File: config.mk
export PLATFORM = sky130hd
export DESIGN_NAME = abx_exec
export DESIGN_NICKNAME = d
export VERILOG_FILES = /design/src/shared/abx_pkg.sv /design/src/verilog/abx_exec.sv /design/src/verilog/abx_regfile.sv
export SDC_FILE = /design/constraint.sdc
export NUM_CORES = 1
export LEC_CHECK = 0
export ABC_CLOCK_PERIOD_IN_PS = 8500
export BUFFER_PORTS_ARGS = -buffer_cell sky130_fd_sc_hd__buf_2
export CAP_MARGIN = 25
export CORE_UTILIZATION = 50
export DETAILED_ROUTE_END_ITERATION = 6
export MAX_ROUTING_LAYER = met4
export PLACE_DENSITY = 0.66
export SYNTH_ARGS = -nofsm -noshare
export SYNTH_HDL_FRONTEND = slang
export SYNTH_SLANG_ARGS = --single-unit
File: constraint.sdc
create_clock -name REF_CLK_IN -period 8.5 [get_ports REF_CLK_IN]
set_clock_uncertainty 0.2 [all_clocks]
set_input_delay 1.7 -clock REF_CLK_IN [delete_from_list [all_inputs] [get_ports REF_CLK_IN]]
set_output_delay 1.7 -clock REF_CLK_IN [all_outputs]
set_load 0.01 [all_outputs]
File: src/shared/abx_pkg.sv
package abx_pkg;
   localparam int ADDR_W = 7;
   localparam int DATA_W = 8;
   localparam int BIT_W = 3;
   localparam logic [6:0] FREG_ADDR_MIN = 7'h00;
   localparam logic [6:0] FREG_ADDR_MAX = 7'h7F;
   localparam logic [7:0] ACC_RESET = 8'h00;
   localparam logic [7:0] CLEAR_VALUE = 8'h00;
   localparam logic [2:0] FLAGS_RESET = 3'h0;
   localparam int CARRY_BIT = 7;
   localparam int DIGIT_BIT = 3;
   localparam int SKIP_CYCLES = 2;
   localparam logic DEST_ACC = 1'b0;
   localparam logic DEST_REG = 1'b1;

   typedef enum logic [3:0] {
      ABX_OP_NONE = 4'h0,
      ABX_OP_ADD_LIT = 4'h1,
      ABX_OP_ADD_REG = 4'h2,
      ABX_OP_AND_REG = 4'h3,
      ABX_OP_AND_LIT = 4'h4,
      ABX_OP_BIT_CLR = 4'h5,
      ABX_OP_BIT_SET = 4'h6,
      ABX_OP_SKIP_SET = 4'h7,
      ABX_OP_SKIP_CLR = 4'h8,
      ABX_OP_CLR_REG = 4'h9
   } abx_op_t;

   typedef struct packed {
      abx_op_t op;
      logic dest;
      logic [6:0] faddr;
      logic [2:0] bit_idx;
      logic [7:0] literal;
   } abx_instr_t;

   typedef struct packed {
      logic carry;
      logic digit_carry_flag;
      logic zero;
   } abx_flags_t;
endpackage

File: src/verilog/abx_exec.sv
`timescale 1ns/10ps
`default_nettype none
module abx_exec import abx_pkg::*; #(
   parameter int AW = ADDR_W,
   parameter int DW = DATA_W
) (
   input wire logic REF_CLK_IN,
   input wire logic RESET_IN,
   input wire logic INSTR_VALID_IN,
   input wire abx_instr_t INSTR_IN,
   output logic [DW-1:0] ACC_OUT,
   output abx_flags_t FLAGS_OUT,
   output logic SKIP_OUT,
   output logic NOP_CYCLE_OUT,
   output logic [DW-1:0] WR_DATA_OUT,
   output logic [AW-1:0] WR_ADDR_OUT,
   output logic WR_EN_OUT
);
   logic [DW-1:0] acc_r, acc_nxt;
   abx_flags_t flags_r, flags_nxt;
   logic skip_r, nop_cycle_r;
   logic [DW-1:0] wr_data_r;
   logic [AW-1:0] wr_addr_r;
   logic wr_en_r;
   logic [DW-1:0] freg;
   logic [AW-1:0] rd_addr;

   // file register storage, read in the executing cycle
   abx_regfile #(.AW(AW), .DW(DW)) u_regfile (
      .clk_in(REF_CLK_IN),
      .wr_en_in(wr_en_r),
      .wr_addr_in(wr_addr_r),
      .wr_data_in(wr_data_r),
      .rd_addr_in(rd_addr),
      .rd_data_out(freg)
   );

   // a write still pending from last cycle is forwarded to the read;
   // the store only takes it on the next edge, so without this bypass a
   // back-to-back op on the same register would see the stale byte
   wire fwd = wr_en_r && (wr_addr_r == INSTR_IN.faddr);
   assign rd_addr = INSTR_IN.faddr;
   wire [DW-1:0] fval = fwd ? wr_data_r : freg;

   // instruction is squashed to a no-operation after a taken skip;
   // squashing here gates every decode but the write-data select, so the discarded slot can touch
   // neither the accumulator, the flags nor the file register
   wire exec = INSTR_VALID_IN && !skip_r;
   wire op_add_lit = exec && (INSTR_IN.op == ABX_OP_ADD_LIT);
   wire op_add_reg = exec && (INSTR_IN.op == ABX_OP_ADD_REG);
   wire op_and_reg = exec && (INSTR_IN.op == ABX_OP_AND_REG);
   wire op_and_lit = exec && (INSTR_IN.op == ABX_OP_AND_LIT);
   wire op_bit_clr = exec && (INSTR_IN.op == ABX_OP_BIT_CLR);
   wire op_bit_set = exec && (INSTR_IN.op == ABX_OP_BIT_SET);
   wire op_skip_s = exec && (INSTR_IN.op == ABX_OP_SKIP_SET);
   wire op_skip_c = exec && (INSTR_IN.op == ABX_OP_SKIP_CLR);
   wire op_clr = exec && (INSTR_IN.op == ABX_OP_CLR_REG);

   // adder operand: literal or file register; a single adder serves
   // both add forms, the nibble sum is kept apart only for digit carry
   wire [DW-1:0] add_b = op_add_lit ? INSTR_IN.literal : fval;
   wire [DW:0] sum = {1'b0, acc_r} + {1'b0, add_b};
   wire [4:0] low_sum = {1'b0, acc_r[3:0]} + {1'b0, add_b[3:0]};
   wire [DW-1:0] and_b = op_and_lit ? INSTR_IN.literal : fval;
   wire [DW-1:0] and_res = acc_r & and_b;
   wire [DW-1:0] bit_mask = {{(DW-1){1'b0}}, 1'b1} << INSTR_IN.bit_idx;
   wire tested = fval[INSTR_IN.bit_idx];

   // byte result and where it goes
   wire is_add = op_add_lit || op_add_reg;
   wire is_and = op_and_lit || op_and_reg;
   wire [DW-1:0] byte_res = is_add ? sum[DW-1:0] : and_res;
   // zero detect as a per-lane or chain over the byte result
   logic [DW:0] nz_chain;
   assign nz_chain[0] = 1'b0;
   for (genvar j = 0; j < DW; j++) begin : g_zero_lane
      assign nz_chain[j+1] = nz_chain[j] | byte_res[j];
   end
   wire byte_zero = !nz_chain[DW];
   wire byte_to_reg = (op_add_reg || op_and_reg)
                      && (INSTR_IN.dest == DEST_REG);
   wire byte_to_acc = (is_add || is_and) && !byte_to_reg;

   // skip decision: set polarity and clear polarity
   wire skip_take = (op_skip_s && tested) || (op_skip_c && !tested);

   // accumulator and flag next values; flags not named by an op keep
   // their value, which is how bit ops and skips leave status alone
   always_comb begin
      acc_nxt = byte_to_acc ? byte_res : acc_r;
      flags_nxt = flags_r;
      if (is_add) begin
         flags_nxt.carry = sum[CARRY_BIT + 1];
         flags_nxt.digit_carry_flag = low_sum[DIGIT_BIT + 1];
      end
      if (is_add || is_and) begin
         flags_nxt.zero = byte_zero;
      end else if (op_clr) begin
         flags_nxt.zero = 1'b1;
      end
   end

   // file register write selection; bit ops leave flags alone
   wire wr_nxt = byte_to_reg || op_bit_clr || op_bit_set || op_clr;
   logic [DW-1:0] wdata_nxt;
   logic [DW-1:0] bclr_val;
   logic [DW-1:0] bset_val;

   // per-bit read-modify-write: only the indexed lane is touched, the
   // other lanes carry the forwarded operand so a bit op right after a
   // write to the same register builds on that write
   for (genvar i = 0; i < DW; i++) begin : g_bit_lane
      wire lane_hit = bit_mask[i];
      assign bclr_val[i] = lane_hit ? 1'b0 : fval[i];
      assign bset_val[i] = lane_hit ? 1'b1 : fval[i];
   end

   // write data by operation; byte ops bound for the accumulator still
   // form a value here, but the write strobe stays low for them
   always_comb begin
      case (INSTR_IN.op)
         ABX_OP_BIT_CLR: begin
            wdata_nxt = bclr_val;
         end
         ABX_OP_BIT_SET: begin
            wdata_nxt = bset_val;
         end
         ABX_OP_CLR_REG: begin
            wdata_nxt = CLEAR_VALUE;
         end
         default: begin
            wdata_nxt = byte_res;
         end
      endcase
   end

   // accumulator and status flags
   always_ff @(posedge REF_CLK_IN) begin
      if (RESET_IN) begin
         acc_r <= ACC_RESET;
         flags_r <= FLAGS_RESET;
      end else begin
         acc_r <= acc_nxt;
         flags_r <= flags_nxt;
      end
   end

   // skip pending flag, held until the squashed slot has been consumed;
   // a taken skip wins over the clear in the same cycle
   always_ff @(posedge REF_CLK_IN) begin
      if (RESET_IN) begin
         skip_r <= 1'b0;
         nop_cycle_r <= 1'b0;
      end else begin
         if (skip_take) begin
            skip_r <= 1'b1;
         end else if (INSTR_VALID_IN) begin
            skip_r <= 1'b0;
         end
         nop_cycle_r <= INSTR_VALID_IN && skip_r;
      end
   end

   // write port toward the file register store and the output pins;
   // address and data follow every slot, only the strobe qualifies them
   always_ff @(posedge REF_CLK_IN) begin
      if (RESET_IN) begin
         wr_en_r <= 1'b0;
         wr_addr_r <= '0;
         wr_data_r <= '0;
      end else begin
         wr_en_r <= wr_nxt;
         wr_addr_r <= INSTR_IN.faddr;
         wr_data_r <= wdata_nxt;
      end
   end

   // outputs straight from flip-flops, so the core sees no decode glitch
   // on its status or write strobe
   assign ACC_OUT = acc_r;
   assign FLAGS_OUT = flags_r;
   assign SKIP_OUT = skip_r;
   assign NOP_CYCLE_OUT = nop_cycle_r;
   assign WR_DATA_OUT = wr_data_r;
   assign WR_ADDR_OUT = wr_addr_r;
   assign WR_EN_OUT = wr_en_r;
endmodule // abx_exec
`default_nettype wire

File: src/verilog/abx_regfile.sv
`timescale 1ns/10ps
`default_nettype none
// file register store: combinational read so the executing op sees the
// operand in its own cycle, registered write on the following edge
module abx_regfile import abx_pkg::*; #(
   parameter int AW = ADDR_W,
   parameter int DW = DATA_W
) (
   input wire logic clk_in,
   input wire logic wr_en_in,
   input wire logic [AW-1:0] wr_addr_in,
   input wire logic [DW-1:0] wr_data_in,
   input wire logic [AW-1:0] rd_addr_in,
   output logic [DW-1:0] rd_data_out
);
   logic [DW-1:0] mem [0:(1<<AW)-1];

   // write port
   always_ff @(posedge clk_in) begin
      if (wr_en_in) begin
         mem[wr_addr_in] <= wr_data_in;
      end
   end

   assign rd_data_out = mem[rd_addr_in];
endmodule // abx_regfile
`default_nettype wire

Word level (Yosys, flattened, before mapping)
Memory sizes are Yosys's and may differ from the RTL's.
Index checks and enable logic that the tools add are counted.

storage, ports and cells
  output and inout port bits = 29
  memories kept = 1
  RAM bits = 1024
  flip-flop bits (word level) = 29
  input bits = 26
  logic and storage cells = 91

operators by class
  eq/ne operators = 10
  shift-type cells = 1
  add/subtract/negate cells = 2
  bitwise gates (word level) = 8
  $lt $le $gt $ge = 1
  multiplexer cells = 29
  reductions and logical operators = 30

memories
  memory         words  width  rd ports  clocked after Yosys merged registers in  wr ports  line               text
  u_regfile.mem  128    8      1         0                                        1         abx_regfile.sv:16  logic [DW-1:0] mem [0:(1<<AW)-1];

operators by type and width
  operator             number
  $mux 8               4
  $pmux 8 s3           1
  $mux 1               23
  $eq 4x3->1 const B   4
  $logic_and 1x1->1    16
  $add 8x8->9          1
  $and 8x8->8          1
  $eq 4x2->1 const B   2
  $eq 4x4->1 const B   2
  $logic_or 1x1->1     8
  $shl 1x3->8 const A  1
  $eq 7x7->1           1
  $or 1x1->1           7
  $add 4x4->5          1
  $eq 4x1->1 const B   1
  $logic_not 1->1      4
  $lt 3x4->1 const B   1
  $reduce_bool 2->1    2
  $bmux 1 s3           1

Depth between registers and ports, before layout
  depth after elaboration = 15
  mapped depth = 27
  depth with buffers taken out = 21

By module
Synthesis repeated with hierarchy kept, for this count alone.

unflattened totals
  cells, all modules = 1899
  area total of the unflattened synthesis = 41626.2 µm²

by module, submodules not included
  module       area each (µm²)  cells an instance  times used
  abx_regfile  39505.4          1627               1
  abx_exec     2120.8           272                1

Least setup slack after synthesis
OpenSTA, ideal clock, no wires.

  path kind = input port to flip-flop
  start point = input port INSTR_IN[13] (netlist name)
  end point = register flags_r (netlist bit FLAGS_OUT[0])
  setup time = 0.058 ns
  arrival time = 5.654 ns
  data required time = 8.242 ns
  slack = 2.588 ns
  path buffers = 6
  stages on the path = 22
  cell sequence = buf_2 buf_4 buf_4 buf_2 buf_2 buf_1 a31oi_1 a31oi_1 a2bb2oi_1 nand2_1 nand2_1 ha_1 inv_1 fa_1 nor2b_1 o21ai_0 a21boi_0 o32ai_1 a31o_1 or3_1 nor4_2 o21a_1

between the ends
  longest elaborated chain between the ends = 15
  elaborated cells between the ends (all ways) = 18
  those cells by class = add/sub (1); eq/ne (1); mux (5); bitwise (8); reduce/logical (2); memory (1)

ends and longest elaborated chain
  item                                                                   line                            text
  start, declared                                                        abx_exec.sv:10                  input wire abx_instr_t INSTR_IN,
  parallel branches: the longest is 2 deep, another holds $mem_v2 128x8  --
  $mux 8 *                                                               abx_exec.sv:43                  wire [DW-1:0] fval = fwd ? wr_data_r : freg;
  $mux 8 (on tied branches)                                              abx_exec.sv:61, abx_exec.sv:64
  $add 8x8->9 / $and 8x8->8 (equally long branches)                      abx_exec.sv:62, abx_exec.sv:65
  $mux 8 *                                                               abx_exec.sv:72                  wire [DW-1:0] byte_res = is_add ? sum[DW-1:0] : and_res;
  $or 1x1->1 (6 in a row)                                                abx_exec.sv:77                  assign nz_chain[j+1] = nz_chain[j] | byte_res[j];
  $or 1x1->1 *                                                           abx_exec.sv:77
  $logic_not 1->1 *                                                      abx_exec.sv:79                  wire byte_zero = !nz_chain[DW];
  $mux 1 *                                                               abx_exec.sv:96                  if (is_add || is_and) begin
  end signal, assigned                                                   abx_exec.sv:144                 flags_r <= flags_nxt;
  end, declared                                                          abx_exec.sv:20                  abx_flags_t flags_r, flags_nxt;

Mark *: on every way between the ends.
A chain may end at the register's enable or synchronous reset.

Worst setup path in the final report
  start point = input port INSTR_IN[15] (netlist name)
  end point = register flags_r (netlist bit FLAGS_OUT[0])

Same word-level chain as after synthesis.

==> results.md <==
- Post-Syn Area: roughly 43000 um2
- Count of cells resized by post-cts repair: 0
- Cts-stage hold buffer count: 0
- Overall routing resource usage: 28.9%
- Vertical die dimension: around 290 um
- Post-synthesis cell type with the largest combined area: sky130_fd_sc_hd__edfxtp_1
- Setup repair after global routing missed its margin: false
- Wire length of the first global-routing pass: between 150000 and 200000 um
- Compound-Gate Fraction of Synth Area: roughly 4.7%
- Routed via count: between 20000 and 25000
- Cell repeated most along the worst path: sky130_fd_sc_hd__nor2_1
- Clock buffer count from CTS: between 100 and 150
- Req. time, crit path: 8930 ps
- Area grow syn2layout: 11.9%
- Setup Total Neg Slack: 0 ps
- Clock Latency Late Sink: 690 ps
- IO Port Bufs: 54
- Arrival time of the worst setup path: roughly 7300 ps
- Final count of hold timing violations: 0
- Post-synth EDFFs: 1024
- Leak Pwr: roughly 0.016 uW
- Hold Slack: roughly 270 ps
- Hold WC Path Type: reg -> reg
- Post-layout minimum cycle time: 6910 ps
- Most common cell in the netlist: sky130_fd_sc_hd__edfxtp_1
- Placer Congestion: 0.964
- Post-synth ARST share: 0%
- Rows: 106
- Cell-by-cell trace of the critical path: buf_2 > buf_4 > nor2_1 > and3b_1 > a311o_1 > nor3_1 > o211ai_1 > nand3_1 > nor2_1 > or2_2 > inv_1 > ha_1 > a21o_1 > a21oi_1 > o21ai_0 > a21oi_1 > o21ai_0 > xnor2_1 > nor2_1 > a31o_2 > nor4_2 > o21a_1
- Cell area after layout: between 40000 and 50000 um2
- Startpoint Class: input port
- Number of nets in the synthesized netlist: 2373
- Area share of xor/xnor cells in the synthesized design: 0.247%
- Core ar.: 84000 um2
- Critical Path End Type: flop
- # Max-Cap Violations: 0
- Max rail drop VDD: roughly 0.20 mV
- Die X-Extent: roughly 290 um
- Crit share post-route: around four fifths
- Largest cells by area after synthesis: sky130_fd_sc_hd__edfxtp_1, sky130_fd_sc_hd__mux4_2, sky130_fd_sc_hd__mux2i_1, sky130_fd_sc_hd__nor2_1, sky130_fd_sc_hd__dfxtp_1
- I/O pins: 55
- NumNets Final: 2479
- Post-synthesis adder-cell area fraction: less than 1%
- Total detailed-routing wirelength: roughly 120000 um
- Setup Crit Path Kind: in -> reg
- Detailed-routing iteration count for the pre-antenna-repair pass: 7
- Clk Tree Root Cell: sky130_fd_sc_hd__clkbuf_16
- Setup slack, reg-to-reg: around 3200 ps
- Remaining global-route overflow: 0
- Source of the critical timing path: INSTR_IN[15]
- Layout cell share with drive strength beyond 1: about a fifth
- Post-synthesis mux area share: 13.9%
- Most instantiated flip-flop cell in the synthesis netlist: sky130_fd_sc_hd__edfxtp_1
- Clock edge transition at the registers on the reported setup and hold paths: 60 ps
- Portion of the post-synthesis area used by sequential elements: between 70% and 80%
- Clock tree sinks: around 1100
- Max Freq: around 0.14 GHz
- Post-DP HPWL: around 75000 um
- Worst hold start: SKIP_OUT
- Avg Cell Area, Syn: roughly 18 um2
- Syn. warnings: 0
- Hold path cells: 2
- Pin count of the biggest net entering global routing: 105
- Initial cell density of the core: roughly 51%
- PD cells: 228 nW/um2
- Final Util: roughly 57%
- Endpoints failing setup: 0
- Clock tree from TritonCTS: built
- DRC: 0
- Post-synth cell types: 91
- Tightest Pin Transition: roughly 1100 ps
- Post-synthesis instance total: ~2300
- Ranking of synthesized cells by instance count: sky130_fd_sc_hd__edfxtp_1, sky130_fd_sc_hd__nor2_1, sky130_fd_sc_hd__mux4_2, sky130_fd_sc_hd__mux2i_1, sky130_fd_sc_hd__nand2_1
- Post-DRT Antenna Nets: 0
- Relative slew slack: between 20% and 30%
- Longest Clk Path Bufs: 3
- Number of antenna violations at the first check in global routing: 3
- Post-CTS repair timing setup buffer count: 0
- Detailed-route vias per instance: about 6.5
- Maximum fanout count along the critical path: 31
- Combinational family with the most area after synthesis: multiplexers
- Max Slew Vio Count: 0
- Result of the run: finished, final reports clean
- Initial DRC count: 3578
- Level count of the clock H-tree: 3
- Die outline area: roughly 86000 um2
- Post-synthesis share of cell area spent on and, or, nand and nor gates: under 10%
- Area share of the leading cell type in the synthesized netlist: just over 70%
- Mean routed wirelength per cell: between 30 and 40 um
- Seq cells post-synth: roughly 1100
- Biggest cell delay along the critical path: ~810 ps
- Placed standard-cell area: 44200 um2
- Via count of the first global-routing pass: between 20000 and 25000
- FF-to-FF Start: WR_ADDR_OUT[6]
- Number of cells traversed by the worst register-to-register path: 21
- Critical-path top delay cell: sky130_fd_sc_hd__buf_2
## worst max-delay path, delay by kind of cell
family,cells,cell delay [ps]
simple gates,8,1830
fa+ha+maj,1,220
buf+inv,3,1340
xor+xnor,1,160
compound gates,9,2010
## flip-flops by register name (all words and copies together) (netlist names)
signal,cells
ACC_OUT,8
WR_DATA_OUT,8
NOP_CYCLE_OUT,1
FLAGS_OUT,3
u_regfile.mem,1024
SKIP_OUT,1
WR_EN_OUT,1
WR_ADDR_OUT,7
## metrics by stage
step	setup slack (ps)	cells	power [uW]
floorplan	2590	2338	6180
global placement	656	3461	6390
detailed placement	1160	3468	6400
CTS	1850	3662	10900
global route	1300	3668	11100
finish	1590	3668	10900
## power breakdown
part	total [uW]	switching, uW	internal, uW	leakage, uW
clock network	4570	1960	2610	0.00164
registers	5710	34.2	5680	0.00969
logic	599	395	204	0.00420
total	10900	2390	8490	0.0155
## cell families after synthesis
| family | after synthesis |
|---|---|
| flops | 1053 |
| mux | 352 |
| simple gates | 497 |
| xor+xnor | 12 |
| buf+inv | 143 |
| compound gates | 272 |
| fa+ha+maj | 9 |
## cell usage in the layout, fill, tap and decap left out, types with 9 or more instances in the layout
cell type and instances:
sky130_fd_sc_hd__buf_2 51, sky130_fd_sc_hd__a22o_1 9, sky130_fd_sc_hd__bufinv_16 10, sky130_fd_sc_hd__nand2b_1 16, sky130_fd_sc_hd__nand4_1 11, sky130_fd_sc_hd__clkinv_1 37
sky130_fd_sc_hd__nor2b_1 33, sky130_fd_sc_hd__o21ai_0 25, sky130_fd_sc_hd__a211oi_1 9, sky130_fd_sc_hd__nand2_1 119, sky130_fd_sc_hd__inv_1 11, sky130_fd_sc_hd__xnor2_1 9
sky130_fd_sc_hd__edfxtp_1 1024, sky130_fd_sc_hd__dfxtp_1 21, sky130_fd_sc_hd__mux2i_1 131, sky130_fd_sc_hd__mux4_2 186, sky130_fd_sc_hd__a22oi_1 44, sky130_fd_sc_hd__mux2_2 23
sky130_fd_sc_hd__nand3_1 32, sky130_fd_sc_hd__o22ai_1 24, sky130_fd_sc_hd__nor2_1 198, sky130_fd_sc_hd__a221oi_1 14, sky130_fd_sc_hd__o221ai_1 11, sky130_fd_sc_hd__a31oi_1 14
sky130_fd_sc_hd__clkbuf_16 107, sky130_fd_sc_hd__a21oi_1 45, sky130_fd_sc_hd__buf_4 64, sky130_fd_sc_hd__nor3_1 26, sky130_fd_sc_hd__mux2_1 9, sky130_fd_sc_hd__and2_1 12
sky130_fd_sc_hd__clkbuf_1 17, sky130_fd_sc_hd__clkinv_2 15
## layout make-up
cell class                 instances  area (um2)
antenna                            2        5.00
clock buffer                     125        2760
clock inverter                    69         617
fill                            6300       36300
inverter                          13        48.8
multi-input combinational       1142       10500
sequential                      1053       31400
tap                             1134        1420
timing repair buffer             130         970
## routing by layer
layer	GRT usage, %	wire length, um
met2	41.8	54000
met1	38.9	46200
met3	7.36	13300
met5	-	0
met4	12.5	6140
## worst paths after layout
check                        to
setup / recovery   FLAGS_OUT[0]
hold / removal    NOP_CYCLE_OUT
setup reg to reg   FLAGS_OUT[0]
hold reg to reg   NOP_CYCLE_OUT
Note: power is estimated with default switching activity, not from simulation.
